===== config.mk =====
export PLATFORM = sky130hd
export DESIGN_NAME = lds_shift_latch
export DESIGN_NICKNAME = d
export VERILOG_FILES = /design/src/rtl/lds_pkg.sv /design/src/rtl/lds_shift_latch.sv /design/src/rtl/lds_diag_regs.sv
export VERILOG_INCLUDE_DIRS = /design/src /design/src/rtl
export SDC_FILE = /design/constraint.sdc
export NUM_CORES = 1
export LEC_CHECK = 0
export BUFFER_PORTS_ARGS = -buffer_cell sky130_fd_sc_hd__buf_2
export CAP_MARGIN = 20
export CORE_MARGIN = 2
export CORE_UTILIZATION = 50
export DETAILED_ROUTE_END_ITERATION = 12
export MAX_ROUTING_LAYER = met4
export PLACE_DENSITY = 0.67
export SETUP_SLACK_MARGIN = 0.05
export SLEW_MARGIN = 5
export SYNTH_ARGS = -nofsm -noshare
export SYNTH_HDL_FRONTEND = slang
export SYNTH_HIERARCHICAL = 1
export SYNTH_SLANG_ARGS = --single-unit

===== constraint.sdc =====
create_clock -name clock_i -period 4.83 [get_ports clock_i]
set_clock_uncertainty 0.1 [all_clocks]
set_input_delay 0.483 -clock clock_i [delete_from_list [all_inputs] [get_ports clock_i]]
set_output_delay 0.483 -clock clock_i [all_outputs]
set_load 0.01 [all_outputs]

===== src/rtl/lds_map.svh =====
`ifndef LDS_MAP_SVH
`define LDS_MAP_SVH
// Channel count and width of the shift and data registers
`define LDS_CHANNELS 16
// Shift stage feeding the cascade output, latched on the falling serial clock edge
`define LDS_OUT_TAP 8
// Reset values
`define LDS_RST_SERIAL_OUT 1'b1
`define LDS_RST_OEN 1'b1
`define LDS_RST_WORD 16'h0000
`endif


===== src/rtl/lds_pkg.sv =====
package lds_pkg;
   typedef enum logic [2:0]
   {
      LDS_NORMAL,
      LDS_ERR_GLOBAL,
      LDS_ERR_OPEN,
      LDS_ERR_SHORT,
      LDS_ERR_TEMP
   } lds_mode_t;
endpackage


===== src/rtl/lds_shift_latch.sv =====
`include "lds_map.svh"
//////////////////////////////////////////////////////////////////////////////
// Behaviour
// Shift only on rising serial clock edges
// Error mode: clock edges step diagnostic modes
// Serial out trails input 8.5 clocks
// Enable low lets drivers sink, always
// Global mode: serial out low on fault
// Separate data register holds shown pattern
// Load stores global summary and detail results
// Detect temp, open, short; serial read-back
// Reduced current while in error mode
// 16-bit shift, load rise copies to data
// Channel sinks when bit one, enable low
module lds_shift_latch #(
   parameter int unsigned CH = `LDS_CHANNELS,
   parameter int unsigned TAP = `LDS_OUT_TAP
) (
   input wire logic clock_i,                 // System clock, 200 MHz
   input wire logic rst_n_i,                 // Async reset, active low
   input wire logic ce_i,                    // Clock enable, freezes state when low
   input wire logic serial_clk_i,            // Serial clock pin
   input wire logic serial_in_i,             // Serial data pin
   input wire logic load_strobe_i,           // Load pin
   input wire logic drive_enable_n_i,        // Output enable pin, active low
   input wire logic error_mode_i,            // High selects error mode
   input wire logic [CH-1:0] open_fault_i,   // Open-LED comparators
   input wire logic [CH-1:0] short_fault_i,  // Shorted-LED comparators
   input wire logic over_temp_i,             // Over-temperature sensor
   output logic serial_out_o,                // Serial data / fault flag
   output logic [CH-1:0] sink_channels_o,    // Per-channel sink enables
   output logic low_current_o                // Reduced drive current
);
   import lds_pkg::*;

   //////////////////////////////////////////////////////////////////////////////
   // Pin synchronisers and edge detection
   localparam int unsigned SW = 2 * CH + 6;
   localparam logic [SW-1:0] SYNC_RST = {{(SW - 4){1'b0}}, `LDS_RST_OEN, 3'h0};

   logic [SW-1:0] sync1;
   logic [SW-1:0] sync2;
   logic clk_prev;
   logic load_prev;

   // Every pin, serial data included, crosses at the same depth so data and clock stay aligned
   wire [SW-1:0] pin_bus = {over_temp_i,
                            short_fault_i,
                            open_fault_i,
                            error_mode_i,
                            drive_enable_n_i,
                            load_strobe_i,
                            serial_in_i,
                            serial_clk_i};

   always_ff @(posedge clock_i or negedge rst_n_i)
   begin
      if (!rst_n_i)
      begin
         sync1 <= SYNC_RST;
         sync2 <= SYNC_RST;
      end
      else if (ce_i)
      begin
         sync1 <= pin_bus;
         sync2 <= sync1;
      end
   end

   // History taken after the second stage, so no edge comes from a metastable flop
   always_ff @(posedge clock_i or negedge rst_n_i)
   begin
      if (!rst_n_i)
      begin
         clk_prev <= 1'b0;
         load_prev <= 1'b0;
      end
      else if (ce_i)
      begin
         clk_prev <= sync2[0];
         load_prev <= sync2[2];
      end
   end

   wire s_clk = sync2[0];
   wire s_din = sync2[1];
   wire s_load = sync2[2];
   wire s_oen = sync2[3];
   wire s_err = sync2[4];
   wire [CH-1:0] s_open = sync2[5 +: CH];
   wire [CH-1:0] s_short = sync2[5 + CH +: CH];
   wire s_temp = sync2[SW-1];

   wire clk_rise = s_clk & ~clk_prev;
   wire clk_fall = ~s_clk & clk_prev;
   wire load_rise = s_load & ~load_prev;

   //////////////////////////////////////////////////////////////////////////////
   // Mode sequencing
   lds_mode_t mode;
   lds_mode_t next_mode;

   wire normal = (mode == LDS_NORMAL);
   wire mode_global = (mode == LDS_ERR_GLOBAL);
   wire mode_open = (mode == LDS_ERR_OPEN);
   wire mode_short = (mode == LDS_ERR_SHORT);
   wire mode_temp = (mode == LDS_ERR_TEMP);
   wire next_low = (next_mode != LDS_NORMAL);

   // Leaving error mode needs no serial clock; the cascade output keeps its last bit

   always_comb
   begin
      next_mode = mode;
      if (!s_err)
         next_mode = LDS_NORMAL;
      else if (mode == LDS_NORMAL)
         next_mode = LDS_ERR_GLOBAL;
      else if (clk_rise)
      begin
         case (mode)
            LDS_ERR_GLOBAL: next_mode = LDS_ERR_OPEN;
            LDS_ERR_OPEN: next_mode = LDS_ERR_SHORT;
            LDS_ERR_SHORT: next_mode = LDS_ERR_TEMP;
            LDS_ERR_TEMP: next_mode = LDS_ERR_GLOBAL;
            default: next_mode = LDS_ERR_GLOBAL;
         endcase
      end
   end

   //////////////////////////////////////////////////////////////////////////////
   // Stored results
   logic [CH-1:0] shift_reg;
   logic [CH-1:0] data_reg;
   logic [CH-1:0] open_reg;
   logic [CH-1:0] short_reg;
   logic temp_reg;
   logic fault_reg;

   wire load_normal = load_rise & normal;

   // Captured in normal mode only, so a diagnostic read-back never disturbs the display
   lds_diag_regs #(.CH(CH)) u_regs (
      .clock_i(clock_i),
      .rst_n_i(rst_n_i),
      .ce_i(ce_i),
      .load_i(load_normal),
      .data_i(shift_reg),
      .open_i(s_open),
      .short_i(s_short),
      .temp_i(s_temp),
      .data_o(data_reg),
      .open_o(open_reg),
      .short_o(short_reg),
      .temp_o(temp_reg),
      .fault_o(fault_reg)
   );

   // Detail result chosen for read-back by a load in the open, short or temperature mode
   wire [CH-1:0] detail_sel = mode_open ? open_reg :
                              mode_short ? short_reg :
                              {{(CH - 1){1'b0}}, temp_reg};
   wire load_detail = load_rise & (mode_open | mode_short | mode_temp);

   wire [CH-1:0] shifted = {shift_reg[CH-2:0], s_din};
   wire [CH-1:0] next_shift = load_detail ? detail_sel :
                              (clk_rise && normal) ? shifted : shift_reg;
   wire next_out = mode_global ? ~fault_reg :
                   (clk_fall && normal) ? shift_reg[TAP] : serial_out_o;

   // One gate per channel; the enable overrides the data in every mode
   wire [CH-1:0] next_sink;
   genvar gi;
   generate
      for (gi = 0; gi < CH; gi++)
      begin : g_sink
         assign next_sink[gi] = data_reg[gi] & ~s_oen;
      end
   endgenerate

   //////////////////////////////////////////////////////////////////////////////
   // Mode and drive current
   always_ff @(posedge clock_i or negedge rst_n_i)
   begin
      if (!rst_n_i)
      begin
         mode <= LDS_NORMAL;
         low_current_o <= 1'b0;
      end
      else if (ce_i)
      begin
         mode <= next_mode;
         low_current_o <= next_low;
      end
   end

   // Shift register
   always_ff @(posedge clock_i or negedge rst_n_i)
   begin
      if (!rst_n_i)
      begin
         shift_reg <= CH'(`LDS_RST_WORD);
      end
      else if (ce_i)
      begin
         shift_reg <= next_shift;
      end
   end

   // Outputs
   always_ff @(posedge clock_i or negedge rst_n_i)
   begin
      if (!rst_n_i)
      begin
         serial_out_o <= `LDS_RST_SERIAL_OUT;
         sink_channels_o <= CH'(`LDS_RST_WORD);
      end
      else if (ce_i)
      begin
         serial_out_o <= next_out;
         sink_channels_o <= next_sink;
      end
   end
endmodule


===== src/rtl/lds_diag_regs.sv =====
`include "lds_map.svh"
module lds_diag_regs #(
   parameter int unsigned CH = `LDS_CHANNELS
) (
   input wire logic clock_i,            // System clock
   input wire logic rst_n_i,            // Async reset, active low
   input wire logic ce_i,               // Clock enable
   input wire logic load_i,             // One-cycle load pulse
   input wire logic [CH-1:0] data_i,    // Shift register contents
   input wire logic [CH-1:0] open_i,    // Open-LED flags
   input wire logic [CH-1:0] short_i,   // Shorted-LED flags
   input wire logic temp_i,             // Over-temperature flag
   output logic [CH-1:0] data_o,        // Displayed pattern
   output logic [CH-1:0] open_o,        // Stored open-LED result
   output logic [CH-1:0] short_o,       // Stored shorted-LED result
   output logic temp_o,                 // Stored over-temperature result
   output logic fault_o                 // Stored global fault summary
);
   import lds_pkg::*;

   wire any_fault = (|open_i) | (|short_i) | temp_i;

   always_ff @(posedge clock_i or negedge rst_n_i)
   begin
      if (!rst_n_i)
      begin
         data_o <= CH'(`LDS_RST_WORD);
         open_o <= CH'(`LDS_RST_WORD);
         short_o <= CH'(`LDS_RST_WORD);
         temp_o <= 1'b0;
         fault_o <= 1'b0;
      end
      else if (ce_i && load_i)
      begin
         data_o <= data_i;
         open_o <= open_i;
         short_o <= short_i;
         temp_o <= temp_i;
         fault_o <= any_fault;
      end
   end
endmodule


==> metrics.md, run 1 <==
| Metric | Value |
|---|---|
| Residual DRC | 0 |
| RSZ-0062 raised after global routing | false |
| DP Wirelength | around 7600 um |
| Post-synth EDFFs | 0 |
| Yosys top cell by area | dfrtp_1 |
| Die width | roughly 120 um |
| Pin count of the biggest net entering global routing | 63 |
| Worst endpoint data arrival time | between 2000 and 3000 ps |
| Worst hold path type | primary input to register |
| Syn nets | 520 |
| Final hold vios | 0 |
| Int Power | between 3 and 4 mW |
| Synth Instances | 479 |
| Total Wirelength | 11400 um |
| Flop pwr share | 0.491 |
| Post-synth top flop | dfrtp_1 |
| LEAKAGE | approximately 3.5 nW |
| Crit share post-route | 0.533 |
| Via count | about 3800 |
| Final setup vio count | 0 |
| Worst-path clk slew | 60 ps |
| CTS Buf Count | 17 |
| GRT Overall Usage | 0.183 |
| Post-layout util | 0.591 |
| Clock tree from TritonCTS | yes |
| Status | complete, no violations |
| Ys async rst share | 1.00 |
| Commonest non-fill, non-tap cell in the layout | dfrtp_1 |
| Net Sw Frac | 0.263 |
| Achievable Freq | about 0.4 GHz |
| Post-CTS sizing | 0 |
| Die area | ~14000 um2 |
| Psw | ~1.1 mW |
| Post-CTS setup repair buffer count | 0 |
| Layout cell share with drive strength beyond 1 | 0.367 |
| Initial antenna violation count | 0 |
| Routed len/inst | between 15 and 20 um |
| Biggest regs | sync1 (38), sync2 (38) |
| Reg area | a little over 4000 um2 |
| First DRT Iteration DRCs | 167 |
| Worst Path Required | approximately 5000 ps |
| H-tree depth reported by CTS | 4 |
| Longest Clk Path Bufs | 2 |
| Synth Register Bits | about 170 |
| Yosys top cell area share | 0.605 |
| Worst VDD drop | approximately 0.27 mV |
| Multi-input gate area | ~2400 um2 |
| Setup CP Type | register to register |
| Comb power frac | 0.161 |
| First-pass GRT wire length | roughly 20000 um |
| Clock Sinks | 165 |
| Slowest CP cell | dfrtp_1 |
| Rows | 42 |
| Max-Cap Viols | 0 |
| CP Launch Type | register |
| Leading cell types in the layout, fill and taps excluded | 162 x dfrtp_1, 98 x mux2_2, 56 x buf_2 |
| DR vias/cell | 5.30 |
| Critical Path Fanout Max | 33 |
| GP Congestion | approximately 0.79 |
| Worst Tran Pin Value | just over 1000 ps |
| Total grt overflow | 0 |
| Port Buf Inserts | 58 |
| Sequential-to-total area share from yosys stat | 0.617 |
| Root Buffer | clkbuf_16 |
| Synth-to-Final Area Change | 16.4% |
| Worst-path cell chain | nor4bb_1 -> nand2_2 -> buf_12 -> nor4_2 -> a31oi_1 |
| Total of warnings raised by yosys | 6 |
| Clock Power Share | 0.348 |
| Rel. slew slack | 0.320 |
| Die Ht | ~120 um |
| Top post-synthesis cells by area | dfrtp_1 60%, mux2_2 16%, mux2_1 7.4%, nand3b_1 1.9%, o21ai_0 1.9% |
| Critical path endpoint category | register |
| Initial Util | 0.508 |
| Max incr delay on CP | between 700 and 800 ps |
| Mapped Area | approximately 6700 um2 |
| Slew Limit Fails | 0 |
| Nets | around 580 |
| Fillcell total | ~1100 |
| PwrDens | between 500 and 600 nW/um2 |
| Period minus WS final | 2570 ps |
| Core area | between 10000 and 15000 um2 |
| Post-Route Setup TNS | 0 ps |
| I/O pin count | 59 |
| Clock latency on the worst-skew pair | about 420 ps |
| Diode count | 0 |
| DRT antenna net count | 0 |
| Yosys cell types | 37 |
| TritonRoute pass-1 iters | 4 |
| Mean Syn Cell Area | approximately 14 um2 |
| Post-CTS Hold Buffers | 1 |
| Vias in the first global route | around 4000 |
-- area by class of cell --
class | count | area share
clock buffer | 19 | 0.0555
clock inverter | 13 | 0.0263
inverter | 19 | 0.00914
multi-input combinational | 267 | 0.305
sequential | 165 | 0.530
tap | 176 | 0.0282
timing repair buffer | 64 | 0.0460
-- critical path: cells and delay by family, from the launching register on --
kind / cells / cell delay (ps)
flops: 1 / 740
compound gates: 1 / 110
simple gates: 3 / 1170
buf+inv: 1 / 320
-- path summary, 6_finish.rpt --
path,start,end,slack [ps],cells after the start
worst max-delay path,mode[0]$_DFFE_PN0P_,u_regs/fault_o$_DFFE_PN0P_,2260,5
worst min-delay path,short_fault_i[8],sync1[29]$_DFFE_PN0P_,190,2
worst max register to register,mode[0]$_DFFE_PN0P_,u_regs/fault_o$_DFFE_PN0P_,2260,5
worst min register to register,u_regs/short_o[7]$_DFFE_PN0P_,u_regs/short_o[7]$_DFFE_PN0P_,390,1
max in group asynchronous,rst_n_i,sync1[13]$_DFFE_PN0P_,3080,3
min in group asynchronous,rst_n_i,sink_channels_o[1]$_DFFE_PN0P_,490,2
-- metal layers --
layer / up-vias / part of all wire / GRT usage
met4: 0 / 0.015 / 0.0699
met3: 14 / 0.031 / 0.0447
met5: - / 0 / -
li1: 1833 / - / -
met2: 67 / 0.48 / 0.286
met1: 1917 / 0.47 / 0.232
-- power groups by stage --
| stage | Combinational [mW] | Clock [mW] | Sequential (mW) |
|---|---|---|---|
| 2_1_floorplan | 0.516 | 0 | 1.94 |
| 3_3_place_gp | 0.635 | 0 | 2.04 |
| 3_5_place_dp | 0.658 | 0 | 2.06 |
| 4_1_cts | 0.669 | 1.47 | 2.03 |
| 5_1_grt | 0.746 | 1.54 | 2.08 |
| 6_report | 0.664 | 1.44 | 2.03 |
-- cell families after synthesis --
logic type             Yosys count  share of synthesized area
buffers and inverters           47                     0.0302
DFF                            165                      0.617
AOI/OAI and AO/OA               64                     0.0586
muxes                          143                      0.240
and+or+nand+nor                 60                     0.0545
-- cell usage after synthesis, types with 2 or more instances --
| library cell | number |
|---|---|
| nand3b_1 | 17 |
| nor4_1 | 6 |
| nand2_1 | 17 |
| dfrtp_1 | 162 |
| a21oi_1 | 5 |
| nand2b_1 | 3 |
| mux2_1 | 44 |
| a22oi_1 | 15 |
| buf_2 | 15 |
| clkbuf_1 | 5 |
| o21ai_1 | 10 |
| a21o_1 | 2 |
| o21ai_0 | 25 |
| nor4_2 | 2 |
| inv_1 | 19 |
| mux2_2 | 98 |
| nor2_1 | 6 |
| dfstp_2 | 3 |
| buf_1 | 7 |
-- through the flow --
stage          instance area [um2]  setup slack, ps  hold slack (ps)  power, mW  instances
4_1_cts                       7780             1950              172       4.17        722
5_1_grt                       7800             2050              169       4.37        723
2_1_floorplan                 6700             2970             87.4       2.45        479
6_report                      7800             2260              190       4.13        723
3_3_place_gp                  7130             2050              365       2.67        689
3_5_place_dp                  7130             1950              377       2.71        689
Power figures use the tool's default switching activity.
==> run 2: changes to the inputs <==
==> constraint.sdc (replaced) <==
create_clock -name clock_i -period 2.4 [get_ports clock_i]
set_clock_uncertainty 0.1 [all_clocks]
set_input_delay 0.24 -clock clock_i [delete_from_list [all_inputs] [get_ports clock_i]]
set_output_delay 0.24 -clock clock_i [all_outputs]
set_load 0.01 [all_outputs]
==> run 2 against run 1 <==
Compared with the run above: sequential power increased by 100%; power is 99% higher; fmax grew 21%; critical endpoint unchanged; flip-flop and latch count stayed put; first-iteration DRC count increased by 48%; via count increased by 2.9%.
==> metrics.md, run 2 (same netlist as run 1, synthesis figures left out) <==
| Metric | Value |
|---|---|
| Int Power | about 6.0 mW |
| Worst-path clk slew | 60 ps |
| Vias in the first global route | 4008 |
| Port Buf Inserts | 58 |
| Routed len/inst | ~16 um |
| Commonest non-fill, non-tap cell in the layout | dfrtp_1 |
| Placed cell count | 692 |
| CP Launch Type | register |
| Slew Limit Fails | 0 |
| Pin count of the biggest net entering global routing | 67 |
| I/O pin count | just under 60 |
| TritonRoute pass-1 iters | 4 |
| Worst Path Required | about 2600 ps |
| Status | complete, no violations |
| Comb power frac | 0.175 |
| Worst setup path end | u_regs/fault_o$_DFFE_PN0P_ |
| R2R setup slack | around 270 ps |
| Max-Cap Viols | 0 |
| Psw | around 2.2 mW |
| Reg2Reg Capture Point | u_regs/fault_o$_DFFE_PN0P_ |
| Hold_ws | between 50 and 60 ps |
| Rows | 42 |
| Die width | 120 um |
| DP Wirelength | ~7900 um |
| Worst VDD drop | between 0.5 and 0.6 mV |
| Rel. slew slack | 0.365 |
| CTS Buf Count | 17 |
| Initial Util | 0.508 |
| Residual DRC | 0 |
| Max incr delay on CP | approximately 470 ps |
| Clock tree from TritonCTS | yes |
| Via count | 3944 |
| Slowest CP cell | dfrtp_1 |
| Post-Place Cell Area | roughly 7200 um2 |
| Critical Path Fanout Max | 50 |
| Worst endpoint data arrival time | approximately 2300 ps |
| Worst-path cell chain | nor2_1 -> nor4bb_2 -> nand2_2 -> buf_4 -> nor4_2 -> a31oi_1 |
| Longest Clk Path Bufs | 2 |
| Clock latency on the worst-skew pair | 420 ps |
| Core area | between 10000 and 15000 um2 |
| Post-layout util | 0.621 |
| Period minus WS final | ~2100 ps |
| Worst r2r src | mode[2]$_DFFE_PN0P_ |
| Final cell count without fillers | between 700 and 800 |
| Initial antenna violation count | 0 |
| First DRT Iteration DRCs | about 250 |
| Critical path endpoint category | register |
| Leading cell types in the layout, fill and taps excluded | 162 x dfrtp_1, 98 x mux2_2, 56 x buf_2 |
| Crit share post-route | 0.886 |
| Worst Tran Pin Value | about 950 ps |
| LEAKAGE | 3.62 nW |
| Reg2reg path depth | 6 |
| GP Congestion | 0.788 |
| Critical path origin | mode[2]$_DFFE_PN0P_ |
| Design Area, Final | 8190 um2 |
| First-pass GRT wire length | around 21000 um |
| Total grt overflow | 0 |
| Nets | about 600 |
| Final setup vio count | 0 |
| Die Ht | 120 um |
| Worst hold path type | primary input to register |
| GRT Overall Usage | 0.190 |
| Total Wirelength | around 12000 um |
| Layout cell share with drive strength beyond 1 | 0.348 |
| PwrDens | ~1000 nW/um2 |
| Post-Route Setup TNS | 0 ps |
| RSZ-0062 raised after global routing | false |
| Die area | between 10000 and 15000 um2 |
| DR vias/cell | around 5.2 |
| Clock Sinks | between 150 and 200 |
| Synth-to-Final Area Change | 22.2% |
| Diode count | 0 |
| Achievable Freq | about 0.47 GHz |
| Root Buffer | clkbuf_16 |
| Flop pwr share | 0.494 |
| Hold path cells | 2 |
| Net Sw Frac | 0.270 |
| Post-CTS setup repair buffer count | 0 |
| H-tree depth reported by CTS | 4 |
| DRT antenna net count | 0 |
| Setup CP Type | register to register |
| Clock Power Share | 0.331 |
| Final hold vios | 0 |
| Biggest regs | sync1 (38), sync2 (38) |
[run 2: cell count changes in the layout (fill, tap and decap cells not counted), sizes merged]
| cell | delta |
|---|---|
| dlygate4sd3 | +38 |
| clkbuf | +4 |
| bufinv | -3 |
| buf | +2 |
| clkinv | -2 |
| inv | +2 |
| clkinvlp | -1 |
[run 2: how the worst min path moves through the flow]
stage | start | end
6_report | ce_i | sync2[1]$_DFFE_PN0P_
5_1_grt | ce_i | sync2[1]$_DFFE_PN0P_
4_1_cts | ce_i | sync2[1]$_DFFE_PN0P_
3_5_place_dp | rst_n_i | low_current_o$_DFFE_PN0P_
3_3_place_gp | rst_n_i | clk_prev$_DFFE_PN0P_
2_1_floorplan | rst_n_i | clk_prev$_DFFE_PN0P_
[run 2: per-stage QoR]
step | total power [mW] | worst slack (ps)
2_1_floorplan | 4.93 | 544
5_1_grt | 8.67 | 89.8
6_report | 8.21 | 274
4_1_cts | 8.29 | 227
3_3_place_gp | 5.39 | 376
3_5_place_dp | 5.49 | 272
[run 2: per-layer routing]
metal / GRT usage / vias up / routed length [um]
li1: - / 1895 / -
met1: 0.245 / 1976 / 5410
met2: 0.302 / 66 / 6110
met3: 0.0499 / 7 / 384
met4: 0.0529 / 0 / 106
met5: - / - / 0
[run 2: power by group through the flow]
stage | combinational, mW | sequential [mW] | clock (mW)
3_3_place_gp | 1.33 | 4.06 | 0
2_1_floorplan | 1.04 | 3.90 | 0
6_report | 1.44 | 4.06 | 2.71
5_1_grt | 1.60 | 4.15 | 2.91
4_1_cts | 1.45 | 4.06 | 2.77
3_5_place_dp | 1.39 | 4.10 | 0
[run 2: layout make-up]
class | instances | area (um2)
Fill cell | 1034 | 5000
Sequential cell | 165 | 4130
Multi-Input combinational cell | 267 | 2380
Timing Repair Buffer | 104 | 779
Clock buffer | 23 | 488
Tap cell | 176 | 220
Clock inverter | 9 | 115
Inverter | 19 | 71.3
[run 2: worst max-delay path: cells and delay by family, from the launching register on]
kind / cells / cell delay (ps)
compound gates: 1 / 120
buf+inv: 1 / 330
flops: 1 / 470
simple gates: 4 / 970
[run 2: timing repair]
| action | CTS | global route |
|---|---|---|
| hold endpoints to repair | 90 | 0 |
| setup endpoints to repair | 0 | 1 |
| hold buffers | 39 | 0 |
| gates resized for setup | 0 | 1 |
==> run 3: changes to the inputs <==
--- a/config.mk
+++ b/config.mk
@@ -8,6 +8,7 @@
 export LEC_CHECK = 0
 export BUFFER_PORTS_ARGS = -buffer_cell sky130_fd_sc_hd__buf_2
 export CAP_MARGIN = 20
+export CORE_ASPECT_RATIO = 0.8
 export CORE_MARGIN = 2
 export CORE_UTILIZATION = 50
 export DETAILED_ROUTE_END_ITERATION = 12
==> run 3 against run 2 <==
Compared with the run above: flip-flop and latch count did not move; setup slack better by 14 ps; largest power group unchanged; sequential power hardly changed; routed wire length increased by 2.3%; sequential share of layout area rose by 0.093 points.
==> metrics.md, run 3 (same netlist as run 1, synthesis figures left out) <==
| Metric | Value |
|---|---|
| Die width | between 100 and 150 um |
| Port Buf Inserts | 58 |
| Max-Cap Viols | 0 |
| Fillcell total | between 900 and 1000 |
| Residual DRC | 0 |
| Flop pwr share | 0.489 |
| RSZ-0062 raised after global routing | false |
| Worst-path clk slew | about 60 ps |
| Vias in the first global route | 4136 |
| TritonRoute pass-1 iters | 4 |
| Routed len/inst | 16.1 um |
| CP Launch Type | register |
| Via count | about 4000 |
| Final setup vio count | 0 |
| First-pass GRT wire length | 21300 um |
| Initial antenna violation count | 0 |
| I/O pin count | 59 |
| Status | complete, no violations |
| Clock latency on the worst-skew pair | approximately 420 ps |
| Period minus WS final | approximately 2100 ps |
| Commonest non-fill, non-tap cell in the layout | dfrtp_1 |
| Int Power | between 6 and 7 mW |
| Total Wirelength | about 12000 um |
| Synth-to-Final Area Change | 22.0% |
| Clock Sinks | between 150 and 200 |
| Slew Limit Fails | 0 |
| First DRT Iteration DRCs | between 200 and 250 |
| Post-Route Setup TNS | 0 ps |
| Critical Path Fanout Max | 50 |
| Longest Clk Path Bufs | 2 |
| GRT Overall Usage | 0.199 |
| LEAKAGE | approximately 3.6 nW |
| Final cell count without fillers | between 700 and 800 |
| Worst VDD drop | around 0.68 mV |
| Net Sw Frac | 0.265 |
| GP Congestion | 0.825 |
| Clock Power Share | 0.336 |
| Critical path endpoint category | register |
| Rows | 37 |
| Comb power frac | 0.176 |
| Biggest regs | sync1 (38), sync2 (38) |
| Diode count | 0 |
| Die Ht | 108 um |
| Hold_ws | 196 ps |
| CTS Buf Count | 17 |
| DR vias/cell | 5.24 |
| Pin count of the biggest net entering global routing | 60 |
| Worst endpoint data arrival time | ~2300 ps |
| Final hold vios | 0 |
| PwrDens | about 1000 nW/um2 |
| Worst Tran Pin Value | about 970 ps |
| Total grt overflow | 0 |
| Crit share post-route | 0.880 |
| Root Buffer | clkbuf_16 |
| Psw | about 2.2 mW |
| Layout cell share with drive strength beyond 1 | 0.350 |
| DRT antenna net count | 0 |
| DP Wirelength | ~8300 um |
| Setup CP Type | register to register |
| Clock tree from TritonCTS | yes |
| Worst Path Required | about 2600 ps |
| H-tree depth reported by CTS | 4 |
| Achievable Freq | about 0.47 GHz |
| Nets | around 600 |
| Post-CTS setup repair buffer count | 0 |
| Worst hold path type | primary input to register |
| Leading cell types in the layout, fill and taps excluded | 162 x dfrtp_1, 98 x mux2_2, 56 x buf_2 |
| Rel. slew slack | 0.348 |
| Placed cell count | around 690 |
| Initial Util | 0.517 |
| Die area | 14400 um2 |
| Core area | roughly 13000 um2 |
[run 3: cell types whose count changed in the layout (fill, tap and decap cells not counted)]
cell / change
buf_4: +4
clkbuf_1: -2
clkinv_2: +4
buf_12: -2
bufinv_16: +2
clkinv_4: -1
clkbuf_8: -3
inv_6: -3
[run 3: area by class of cell]
type / count / area, um2 / area share
Clock buffer: 18 / 439 / 0.0537
Clock inverter: 11 / 160 / 0.0196
Inverter: 19 / 71.3 / 0.00872
Multi-Input combinational cell: 267 / 2380 / 0.292
Sequential cell: 165 / 4130 / 0.505
Tap cell: 175 / 219 / 0.0268
Timing Repair Buffer: 106 / 769 / 0.0941
[run 3: final timing paths]
path | start | end | slack, ps | cells past startpoint
max | mode[2]$_DFFE_PN0P_ | u_regs/open_o[7]$_DFFE_PN0P_ | 290 | 5
min | ce_i | mode[2]$_DFFE_PN0P_ | 200 | 3
max reg2reg | mode[2]$_DFFE_PN0P_ | u_regs/open_o[7]$_DFFE_PN0P_ | 290 | 5
min reg2reg | u_regs/short_o[2]$_DFFE_PN0P_ | u_regs/short_o[2]$_DFFE_PN0P_ | 390 | 1
max in group asynchronous | rst_n_i | shift_reg[3]$_DFFE_PN0P_ | 1200 | 3
min in group asynchronous | rst_n_i | low_current_o$_DFFE_PN0P_ | 260 | 2
[run 3: layer usage]
metal	track usage	routed length [um]
met1	0.263	5780
met2	0.303	5900
met3	0.0480	403
met4	0.0752	196
met5	-	0
[run 3: power groups by stage]
stage	Clock [mW]	Sequential [mW]	Combinational, mW
floorplan	0	3.90	1.04
global placement	0	4.05	1.34
detailed placement	0	4.09	1.40
CTS	2.83	4.05	1.46
global route	2.97	4.14	1.63
finish	2.77	4.04	1.45
[run 3: stage by stage]
| step | cell area, um2 | worst slack [ps] | util | power, mW |
|---|---|---|---|---|
| floorplan | 6700 | 544 | - | 4.93 |
| global placement | 7180 | 363 | 0.554 | 5.39 |
| detailed placement | 7180 | 276 | 0.554 | 5.49 |
| CTS | 8170 | 228 | 0.630 | 8.34 |
| global route | 8180 | 91.3 | 0.631 | 8.74 |
| finish | 8180 | 288 | 0.631 | 8.27 |
[run 3: critical path, stage by stage, from the launching register on]
cell and delay, ps:
dfrtp_1 470, nor2_1 260, nor4bb_2 350, nand2_2 60, buf_4 340, mux2_1 400
[run 3: what timing repair did]
action                                  in CTS  in global routing
endpoints found under the hold margin       92                  0
resized for setup                            0                  1
endpoints found under the setup margin       0                 15
hold buffers                                39                  0
